===== src/hdl/dma_pkg.sv =====
`default_nettype none
package dma_pkg;
   // Channel count and address width of the external data space
   localparam int          NCH        = 5;
   localparam int          AW         = 16;
   // Register byte offsets on the AXI4-Lite bus
   localparam logic [7:0]  OFS_ARM    = 8'h00;
   localparam logic [7:0]  OFS_REQ    = 8'h04;
   localparam logic [7:0]  OFS_PTR0   = 8'h08;
   localparam logic [7:0]  OFS_PTR1   = 8'h0c;
   localparam logic [7:0]  OFS_DONE   = 8'h10;
   localparam logic [7:0]  OFS_STAT   = 8'h14;
   // Field positions and reset values
   localparam int          ABORT_BIT  = 7;
   localparam int          BUSY_BIT   = 8;
   localparam logic [15:0] PTR_RST    = 16'h0000;
   // Descriptor fetch: eight byte reads, ready on the ninth clock
   localparam logic [2:0]  FC_LAST    = 3'h7;
   localparam int          FETCH_CLKS = 9;
   // Priority levels
   localparam logic [1:0]  PRI_LOW    = 2'h0;
   localparam logic [1:0]  PRI_NORM   = 2'h1;
   localparam logic [1:0]  PRI_HIGH   = 2'h2;
   // Transfer modes: bit 0 block, bit 1 repeated
   localparam int          MODE_BLK   = 0;
   localparam int          MODE_REP   = 1;
   // Length byte masks per width option
   localparam logic [12:0] LEN_W_MSK  = 13'h1fff;
   localparam logic [12:0] LEN_8_MSK  = 13'h00ff;
   localparam logic [12:0] LEN_7_MSK  = 13'h007f;
   // AXI responses
   localparam logic [1:0]  RESP_OK    = 2'h0;
   localparam logic [1:0]  RESP_ERR   = 2'h2;
   // Channel descriptor, first byte in the top bits
   typedef struct packed {
      logic [15:0] src;
      logic [15:0] dst;
      logic [2:0]  variable_length_option;
      logic [12:0] len;
      logic        word;
      logic [1:0]  mode;
      logic [4:0]  trig;
      logic [1:0]  sinc;
      logic [1:0]  dinc;
      logic        irqmask;
      logic        m8;
      logic [1:0]  prio;
   } desc_s;
   // Engine states
   typedef enum logic [3:0] {
      S_IDLE  = 4'b0001,
      S_FETCH = 4'b0010,
      S_RD    = 4'b0100,
      S_WR    = 4'b1000
   } state_e;
endpackage : dma_pkg
`default_nettype wire


===== src/hdl/dma_ctrl.sv =====
// Implementation choices: the AXI4-Lite interface to the registers and the placing of the registers.
`default_nettype none
module dma_ctrl
   import dma_pkg::*;
(
   // Clock and reset
   input  wire logic              mclk_i,
   input  wire logic              reset_n_i,
   // AXI4-Lite slave
   input  wire logic [7:0]        s_awaddr_i,
   input  wire logic              s_awvalid_i,
   output logic                   s_awready_o,
   input  wire logic [31:0]       s_wdata_i,
   input  wire logic [3:0]        s_wstrb_i,
   input  wire logic              s_wvalid_i,
   output logic                   s_wready_o,
   output logic [1:0]             s_bresp_o,
   output logic                   s_bvalid_o,
   input  wire logic              s_bready_i,
   input  wire logic [7:0]        s_araddr_i,
   input  wire logic              s_arvalid_i,
   output logic                   s_arready_o,
   output logic [31:0]            s_rdata_o,
   output logic [1:0]             s_rresp_o,
   output logic                   s_rvalid_o,
   input  wire logic              s_rready_i,
   // Trigger events and processor bus request
   input  wire logic [30:0]       trig_i,
   input  wire logic              cpu_req_i,
   // Memory port; read data valid while mem_en_o high
   output logic                   mem_en_o,
   output logic                   mem_we_o,
   output logic                   mem_word_o,
   output logic [dma_pkg::AW-1:0] mem_addr_o,
   output logic [15:0]            mem_wdata_o,
   input  wire logic [15:0]       mem_rdata_i,
   // Completion interrupt request
   output logic                   done_irq_o
);
   import dma_pkg::*;

   state_e            st_q;
   logic [2:0]        cur_q, fc_q, rr_q;
   logic              yield_q;
   desc_s             desc_q [NCH];
   logic [15:0]       src_q [NCH], dst_q [NCH];
   logic [12:0]       cnt_q [NCH], lim_q [NCH];
   logic [NCH-1:0]    armed_q, ready_q, pend_q, need_q, done_q;
   logic [15:0]       ptr0_q, ptr1_q;
   logic              awrdy_q, bvld_q, arrdy_q, rvld_q, irq_q;
   logic [1:0]        bresp_q, rresp_q;
   logic [31:0]       rdata_q;
   logic              en_q, we_q, word_q;
   logic [15:0]       addr_q, wdat_q;

   // Bus write decode; address and data are taken on the same edge
   wire wen    = awrdy_q & s_awvalid_i & s_wvalid_i;
   wire w_arm  = wen & (s_awaddr_i == OFS_ARM) & s_wstrb_i[0];
   wire w_req  = wen & (s_awaddr_i == OFS_REQ) & s_wstrb_i[0];
   wire w_done = wen & (s_awaddr_i == OFS_DONE) & s_wstrb_i[0];
   wire w_p0   = wen & (s_awaddr_i == OFS_PTR0);
   wire w_p1   = wen & (s_awaddr_i == OFS_PTR1);
   wire abort  = w_arm & s_wdata_i[ABORT_BIT];
   wire w_ok   = (s_awaddr_i <= OFS_STAT) & (s_awaddr_i[1:0] == 2'h0);
   wire r_ok   = (s_araddr_i <= OFS_STAT) & (s_araddr_i[1:0] == 2'h0);

   // Engine events seen by the channel state
   desc_s       cd;
   assign cd = desc_q[cur_q];
   wire [12:0] nxt_cnt = cnt_q[cur_q] + 13'h1;
   wire        last    = nxt_cnt >= lim_q[cur_q];
   wire        fin     = (st_q == S_WR) & armed_q[cur_q];
   wire        fdone   = (st_q == S_FETCH) & (fc_q == FC_LAST);

   // Fetch order: channels one to four first, channel zero last
   logic [2:0]  fsel;
   always_comb begin
      fsel = 3'h0;
      for (int i = NCH - 1; i >= 1; i--) begin
         if (need_q[i]) fsel = 3'(i);
      end
   end
   // Channel zero has its own pointer, others sit 8 bytes apart
   wire [15:0] fbase = (fsel == 3'h0) ? ptr0_q :
                       ptr1_q + {10'h0, fsel - 3'h1, 3'h0};

   // Per channel eligibility against processor and each other
   logic [NCH-1:0] elig, go, is_hi, is_nm, cand;
   genvar g;
   generate
      for (g = 0; g < NCH; g++) begin : g_ch
         desc_s d;
         assign d = desc_q[g];
         wire [4:0] tix = d.trig - 5'h1;
         // Trigger sense only after the descriptor arrived
         wire hit = ready_q[g] & armed_q[g] &
                    (((d.trig != 5'h0) & trig_i[tix]) |
                     (w_req & s_wdata_i[g]));
         wire fin_c   = fin & (cur_q == 3'(g));
         wire fdone_c = fdone & (cur_q == 3'(g));
         wire arm_c   = w_arm & s_wdata_i[g] & ~abort;
         wire abt_c   = abort & s_wdata_i[g];
         wire stop_c  = fin_c & last & ~d.mode[MODE_REP];
         assign is_hi[g] = d.prio == PRI_HIGH;
         assign is_nm[g] = d.prio == PRI_NORM;
         assign elig[g]  = armed_q[g] & ready_q[g] & pend_q[g];
         assign go[g] = elig[g] & (is_hi[g] |
                        (is_nm[g] & (~cpu_req_i | yield_q)) |
                        (~cpu_req_i));
         // Channel state; setting events win over clears
         always_ff @(posedge mclk_i or negedge reset_n_i) begin
            if (!reset_n_i) begin
               armed_q[g] <= 1'b0;
               ready_q[g] <= 1'b0;
               pend_q[g]  <= 1'b0;
               need_q[g]  <= 1'b0;
               done_q[g]  <= 1'b0;
            end else begin
               armed_q[g] <= arm_c | (armed_q[g] & ~abt_c & ~stop_c);
               // A re-arm refetches, so the old trigger select is void
               ready_q[g] <= (fdone_c & armed_q[g]) |
                             (ready_q[g] & ~abt_c & ~stop_c & ~arm_c);
               pend_q[g]  <= hit | (pend_q[g] & ~abt_c &
                             ~(fin_c & (last | ~d.mode[MODE_BLK])));
               need_q[g]  <= arm_c | (need_q[g] & ~abt_c & ~fdone_c);
               done_q[g]  <= (fin_c & last) |
                             (done_q[g] & ~(w_done & s_wdata_i[g]));
            end
         end
      end
   endgenerate

   // Highest level present wins, round robin inside a level
   wire hi_any = |(go & is_hi);
   wire nm_any = |(go & is_nm);
   assign cand = hi_any ? (go & is_hi) : nm_any ? (go & is_nm) : go;
   logic [2:0] sel;
   logic       sel_v;
   always_comb begin
      logic [2:0] k;
      k     = rr_q;
      sel   = 3'h0;
      sel_v = 1'b0;
      for (int i = 0; i < NCH; i++) begin
         k = (k == 3'(NCH - 1)) ? 3'h0 : k + 3'h1;
         if (cand[k] && !sel_v) begin
            sel   = k;
            sel_v = 1'b1;
         end
      end
   end

   // Address step: hold, +1, +2 or -1
   function automatic logic [15:0] step(input logic [15:0] a,
                                        input logic [1:0]  m);
      case (m)
         2'h0:    step = a;
         2'h1:    step = a + 16'h1;
         2'h2:    step = a + 16'h2;
         default: step = a - 16'h1;
      endcase
   endfunction : step

   // Variable length: first item sets the count, capped by len
   logic [13:0] vtot;
   logic [12:0] vfirst;
   always_comb begin
      vfirst = mem_rdata_i[12:0] & (cd.word ? LEN_W_MSK :
               cd.m8 ? LEN_8_MSK : LEN_7_MSK);
      case (cd.variable_length_option)
         3'h1:    vtot = {1'b0, vfirst} + 14'h1;
         3'h3:    vtot = {1'b0, vfirst} + 14'h2;
         3'h4:    vtot = {1'b0, vfirst} + 14'h3;
         default: vtot = {1'b0, vfirst};
      endcase
   end
   wire [12:0] vlim = (vtot > {1'b0, cd.len}) ? cd.len : vtot[12:0];

   // Engine: descriptor fetch, then read and write per transfer
   always_ff @(posedge mclk_i or negedge reset_n_i) begin
      if (!reset_n_i) begin
         st_q <= S_IDLE;
         {cur_q, fc_q, rr_q} <= 9'h0;
         {yield_q, en_q, we_q, word_q} <= 4'h0;
         addr_q <= 16'h0;
         wdat_q <= 16'h0;
      end else begin
         case (st_q)
            S_IDLE: begin
               fc_q <= 3'h0;
               if (|need_q) begin
                  st_q   <= S_FETCH;
                  cur_q  <= fsel;
                  en_q   <= 1'b1;
                  we_q   <= 1'b0;
                  word_q <= 1'b0;
                  addr_q <= fbase;
               end else if (sel_v) begin
                  st_q    <= S_RD;
                  cur_q   <= sel;
                  rr_q    <= sel;
                  yield_q <= 1'b0;
                  en_q    <= 1'b1;
                  we_q    <= 1'b0;
                  word_q  <= desc_q[sel].word;
                  addr_q  <= src_q[sel];
               end else if (cpu_req_i && |(elig & is_nm)) begin
                  yield_q <= 1'b1;
               end
            end
            S_FETCH: begin
               desc_q[cur_q] <= {desc_q[cur_q][55:0], mem_rdata_i[7:0]};
               fc_q   <= fc_q + 3'h1;
               addr_q <= addr_q + 16'h1;
               if (fc_q == FC_LAST) begin
                  st_q <= S_IDLE;
                  en_q <= 1'b0;
               end
            end
            S_RD: begin
               st_q   <= S_WR;
               we_q   <= 1'b1;
               addr_q <= dst_q[cur_q];
               wdat_q <= mem_rdata_i;
            end
            default: begin
               st_q <= S_IDLE;
               en_q <= 1'b0;
               we_q <= 1'b0;
            end
         endcase
      end
   end

   // Pointer and count memory; loaded on fetch, reloaded on rearm
   always_ff @(posedge mclk_i) begin
      if (fdone) begin
         src_q[cur_q] <= desc_q[cur_q][55:40];
         dst_q[cur_q] <= desc_q[cur_q][39:24];
         cnt_q[cur_q] <= 13'h0;
      end else if (st_q == S_RD && cnt_q[cur_q] == 13'h0) begin
         lim_q[cur_q] <= (cd.variable_length_option == 3'h0) ? cd.len : vlim;
      end else if (fin && last && cd.mode[MODE_REP]) begin
         src_q[cur_q] <= cd.src;
         dst_q[cur_q] <= cd.dst;
         cnt_q[cur_q] <= 13'h0;
      end else if (fin) begin
         src_q[cur_q] <= step(src_q[cur_q], cd.sinc);
         dst_q[cur_q] <= step(dst_q[cur_q], cd.dinc);
         cnt_q[cur_q] <= nxt_cnt;
      end
   end

   // AXI4-Lite handshakes; one write and one read in flight
   always_ff @(posedge mclk_i or negedge reset_n_i) begin
      if (!reset_n_i) begin
         {awrdy_q, bvld_q, arrdy_q, rvld_q, irq_q} <= 5'h0;
         {bresp_q, rresp_q} <= 4'h0;
         rdata_q <= 32'h0;
         ptr0_q  <= PTR_RST;
         ptr1_q  <= PTR_RST;
      end else begin
         awrdy_q <= s_awvalid_i & s_wvalid_i & ~awrdy_q & ~bvld_q;
         if (wen) begin
            bvld_q  <= 1'b1;
            bresp_q <= w_ok ? RESP_OK : RESP_ERR;
         end else if (s_bready_i) begin
            bvld_q <= 1'b0;
         end
         if (w_p0 && s_wstrb_i[0]) ptr0_q[7:0]  <= s_wdata_i[7:0];
         if (w_p0 && s_wstrb_i[1]) ptr0_q[15:8] <= s_wdata_i[15:8];
         if (w_p1 && s_wstrb_i[0]) ptr1_q[7:0]  <= s_wdata_i[7:0];
         if (w_p1 && s_wstrb_i[1]) ptr1_q[15:8] <= s_wdata_i[15:8];
         arrdy_q <= s_arvalid_i & ~arrdy_q & ~rvld_q;
         if (arrdy_q && s_arvalid_i) begin
            rvld_q  <= 1'b1;
            rresp_q <= r_ok ? RESP_OK : RESP_ERR;
            case (s_araddr_i)
               OFS_ARM:  rdata_q <= {27'h0, armed_q};
               OFS_PTR0: rdata_q <= {16'h0, ptr0_q};
               OFS_PTR1: rdata_q <= {16'h0, ptr1_q};
               OFS_DONE: rdata_q <= {27'h0, done_q};
               OFS_STAT: rdata_q <= {23'h0, st_q != S_IDLE,
                                     3'h0, ready_q};
               default:  rdata_q <= 32'h0;
            endcase
         end else if (s_rready_i) begin
            rvld_q <= 1'b0;
         end
         irq_q <= |done_q;
      end
   end

   assign s_awready_o = awrdy_q;
   assign s_wready_o  = awrdy_q;
   assign s_bvalid_o  = bvld_q;
   assign s_bresp_o   = bresp_q;
   assign s_arready_o = arrdy_q;
   assign s_rvalid_o  = rvld_q;
   assign s_rresp_o   = rresp_q;
   assign s_rdata_o   = rdata_q;
   assign mem_en_o    = en_q;
   assign mem_we_o    = we_q;
   assign mem_word_o  = word_q;
   assign mem_addr_o  = addr_q;
   assign mem_wdata_o = wdat_q;
   assign done_irq_o  = irq_q;
endmodule : dma_ctrl
`default_nettype wire


===== config.mk =====
export PLATFORM = sky130hd
export DESIGN_NAME = dma_ctrl
export DESIGN_NICKNAME = d
export VERILOG_FILES = /design/src/hdl/dma_pkg.sv /design/src/hdl/dma_ctrl.sv
export SDC_FILE = /design/constraint.sdc
export NUM_CORES = 1
export LEC_CHECK = 0
export BUFFER_PORTS_ARGS = -buffer_cell sky130_fd_sc_hd__buf_4
export CAP_MARGIN = 15
export CORE_AREA = 2 2 337 339
export DETAILED_ROUTE_END_ITERATION = 12
export DIE_AREA = 0 0 339 341
export GPL_TIMING_DRIVEN = 0
export PLACE_DENSITY = 0.59
export SLEW_MARGIN = 40
export SYNTH_ARGS = -nofsm -noshare
export SYNTH_HDL_FRONTEND = slang
export SYNTH_SLANG_ARGS = --single-unit

===== constraint.sdc =====
create_clock -name mclk_i -period 13.7 [get_ports mclk_i]
set_input_delay 2.74 -clock mclk_i [delete_from_list [all_inputs] [get_ports mclk_i]]
set_output_delay 2.74 -clock mclk_i [all_outputs]
set_load 0.03 [all_outputs]

==> results summary <==
The total number of yosys warnings came out at 0. The switching power came out at 4400 uW. The x dimension of the die is 339 um. The area share of the leading cell type in the synthesized netlist came out at 54.2%.

For this configuration, the core starts out at a cell density of 39.7%. The clock tree buffer depth is 3. The required arrival time at the worst endpoint came out at 14,100 ps. The root buffer cell chosen for the clock tree is sky130_fd_sc_hd__clkbuf_16.

The cell area after placement is 49,000 um2. The top cell types in the final layout, fill and taps aside, are sky130_fd_sc_hd__edfxtp_1 (802), sky130_fd_sc_hd__nand2_1 (242), sky130_fd_sc_hd__mux4_2 (228). The total negative slack is 0 ps.

The setup path with the least slack is of type flip-flop to flip-flop. Setup repair after global routing left no endpoint under its margin. The clock-pin slew of the registers on the worst-case setup and hold paths came out at 60 ps.

Entering global routing, the biggest net connects 60 pins. The layout net count came out at 3,494. The number of vias per cell after detailed routing is 5.77.

The final-layout fill cell count is 9,673. The cell row count came out at 123. The final routed DRC violation total came out at 0. The highest attainable clock frequency came out at 0.102 GHz. The die height came out at 341 um. The number of antenna diodes in the final layout is 0. At the end of the flow the core is filled with cells to 46.8%. The mapped cell area is 44,400 um2. Cells with a size suffix above 1 make up 26.1% of the layout. Global routing used 22.5% of the available tracks across all layers. The number of buffer and inverter stages on the critical path is 10. The number of antenna violations at the first check in global routing is 7. Max-cap violations in this run came to 0. The leading cell type in the layout, fill and taps excluded is sky130_fd_sc_hd__edfxtp_1. The number of global-route vias before repair is 27,200.

The number of I/O port buffers is 145. The kind of cell with the highest combined delay along the critical path is buffers and inverters. The count of flip-flops with a built-in enable after synthesis came out at 802. Detailed placement ended at an HPWL of 96,600 um. The number of unique standard cell types used by synthesis came out at 100. The via total after detailed routing is 28,100. The post-placement cell count came out at 4,701.

The sequential area share after synthesis is 61.5%. The overall overflow remaining after global route is 0. The run finished with clean final reports. In the post-synthesis netlist, the biggest area contributors are sky130_fd_sc_hd__edfxtp_1 (54%), sky130_fd_sc_hd__mux4_2 (12%), sky130_fd_sc_hd__dfrtp_1 (7.2%).

The internal portion of the total power is 7020 uW. The number of slew-limit violations in the final report is 0. TritonCTS created 98 clock buffers. The clock tree synthesis step divided the H-tree into 3 levels. After the first detailed-routing iteration, the DRC count stood at 3,437.

The pre-antenna-repair detailed-routing pass consisted of 5 iterations. The power per cell area is 218 nW/um2. The maximum resistive drop on vdd came out at 0.000136 V. The mean post-synth cell area is 15.1 um2. The number of standard cells in the final layout excluding fillers is 4,881. The total length of routed wires is 132,000 um. Synthesis handed over a netlist of 2,947 instances.

At the pin with the least slew margin, the transition time is 931 ps. The largest stage delay on the critical path came out at 740 ps. The area added between synthesis and finish is 17.9%. The worst hold path belongs to the class flip-flop to flip-flop. The worst setup path is captured at a flip-flop. The clock net in this run drives a total of 931 sinks. The die area came out at 116,000 um2. The most numerous cell type found on the critical path is sky130_fd_sc_hd__buf_2. The detailed-route wire length per cell came out at 27.0 um. The placer's final routability congestion estimate came out at 0.948. The cell type with the largest total area after synthesis is sky130_fd_sc_hd__edfxtp_1. The total count of hold-check failures in the final report came out at 0. The fraction of power consumed by combinational cells came out at 43.2%.

Net switching is 38.5% of the power. The area of the core came out at 112,000 um2. The worst setup path is launched from a flip-flop.

The total I/O pin count came out at 184. The final-report setup violation count is 0. The relative max-transition margin came out at 37.3%. The worst slack at placement is 3930 ps.

The clock network power share came out at 24.3%. The part of the cycle the worst path needs is 71.8%. The sequential fraction of design power came out at 32.6%. The clock tree from TritonCTS is yes.

The final critical path time including I/O delays and setup came out at 9840 ps. In the synthesized netlist the dominant register cell turns out to be sky130_fd_sc_hd__edfxtp_1. The wire length of the first global-routing pass came out at 191,000 um. Once routing completed, OpenROAD measured the worst setup slack at 3860 ps. The data arrival time of the critical path is 10,240 ps. The clock latency on the worst-skew pair came out at 700 ps. The number of nets with antenna violations after routing came out at 0. Among all stages on the critical path, the largest delay is contributed by sky130_fd_sc_hd__o2111ai_1. The number of hold buffers added after CTS came out at 0.

The cell leakage power came out at 0.0186 uW. Synthesis inferred 931 register bits. The number of setup buffers added after CTS is 0. The async set-reset flop share out of synthesis came out at 13.9%. The maximum fanout count along the critical path is 10. The worst-case clock skew came out at 65.8 ps.

The number of gates resized after CTS was 0. Once layout is done, the placed cells without fillers occupy 52,400 um2.
## routing by layer
| layer | GRT usage, % | share of wire (%) | wire length, um |
|---|---|---|---|
| met2 | 35.2 | 46 | 60300 |
| met4 | 6.52 | 2.7 | 3610 |
| met5 | 0 | 0.0053 | 7 |
| met1 | 32.6 | 44 | 57500 |
| met3 | 3.44 | 7.8 | 10300 |
## registers in the layout, summed over array words and instances (netlist names), 3 cells and up
signal and cells:
armed_q 5, cnt_q 65, cur_q 3, desc_q 512, done_q 5, dst_q 80, fc_q 3, lim_q 65
mem_addr_o 16, mem_wdata_o 16, need_q 5, pend_q 5, ptr0_q 16, ptr1_q 16, ready_q 5, rr_q 3
s_rdata_o 16, src_q 80, st_q 4
## worst reg2reg max path: stages, from the launching register on
cell and delay (ps):
sky130_fd_sc_hd__dfrtp_1 320, sky130_fd_sc_hd__clkbuf_2 380, sky130_fd_sc_hd__buf_2 660, sky130_fd_sc_hd__buf_2 510, sky130_fd_sc_hd__buf_2 500, sky130_fd_sc_hd__buf_2 490
sky130_fd_sc_hd__buf_2 480, sky130_fd_sc_hd__buf_1 650, sky130_fd_sc_hd__clkbuf_1 570, sky130_fd_sc_hd__clkbuf_2 520, sky130_fd_sc_hd__mux4_2 370, sky130_fd_sc_hd__mux2i_1 240
sky130_fd_sc_hd__ha_1 300, sky130_fd_sc_hd__nor2b_1 140, sky130_fd_sc_hd__o21a_1 160, sky130_fd_sc_hd__o21a_1 160, sky130_fd_sc_hd__o21a_1 160, sky130_fd_sc_hd__o21a_1 160
sky130_fd_sc_hd__o21ai_0 130, sky130_fd_sc_hd__nand2b_1 80, sky130_fd_sc_hd__a211oi_1 270, sky130_fd_sc_hd__o211ai_1 250, sky130_fd_sc_hd__o2111ai_1 740, sky130_fd_sc_hd__clkbuf_1 630
sky130_fd_sc_hd__a211oi_1 150, sky130_fd_sc_hd__a221oi_1 540
## synth_stat cells (all sizes together) (38+ instances only)
master and number:
dfrtp 128, nand3 53, nand2 242, clkbuf 78
nor3 46, xnor2 71, o21ai 139, o211ai 38
buf 70, mux2i 127, a21oi 85, mux2 125
ha 81, inv 96, mux4 228, nor2 129
edfxtp 802
## stage by stage
step	hold slack [ps]	total power, uW
after floorplan	447	6940
after global placement	446	8590
after detailed placement	459	8640
after CTS	468	11400
after global routing	477	11900
final	461	11400
## power groups by stage
stage               Combinational [uW]  Clock [uW]  Sequential, uW
finish                            4930        2770            3720
global route                      5260        2910            3730
CTS                               4890        2800            3720
detailed placement                4870           0            3770
global placement                  4820           0            3770
floorplan                         3100           0            3840
## cell type report
cell class	count	area [um2]	share of cell area, %
repair buffers	238	2440	4.66
clock inverters	54	719	1.37
multi-input cells	1789	16300	31.1
inverters	96	360	0.688
flip-flops and latches	931	27300	52.2
clock buffers	125	2640	5.04
well taps	1500	1880	3.58
plain buffers	148	747	1.43
## kinds of logic after synthesis
kind of cell / share of synthesized area (%)
AO/OA/AOI/OAI: 7.14
XOR/XNOR: 1.93
adder cells (fa/ha/maj): 2.46
buffers and inverters: 2.41
flip-flops: 61.5
multiplexers: 17.6
other: 0.00844
AND/OR/NAND/NOR: 6.97
## worst paths after layout
path,cells past startpoint,startpoint,to,slack [ps]
setup / recovery,25,cur_q[1],src_q[0][15],3860
hold / removal,1,s_arready_o,s_arready_o,460
setup reg to reg,25,cur_q[1],src_q[0][15],3860
hold reg to reg,1,s_arready_o,s_arready_o,460
max in group asynchronous,2,reset_n_i,st_q[0],11190
min in group asynchronous,1,reset_n_i,s_rdata_o[0],1870
Note: power is estimated with default switching activity, not from simulation.
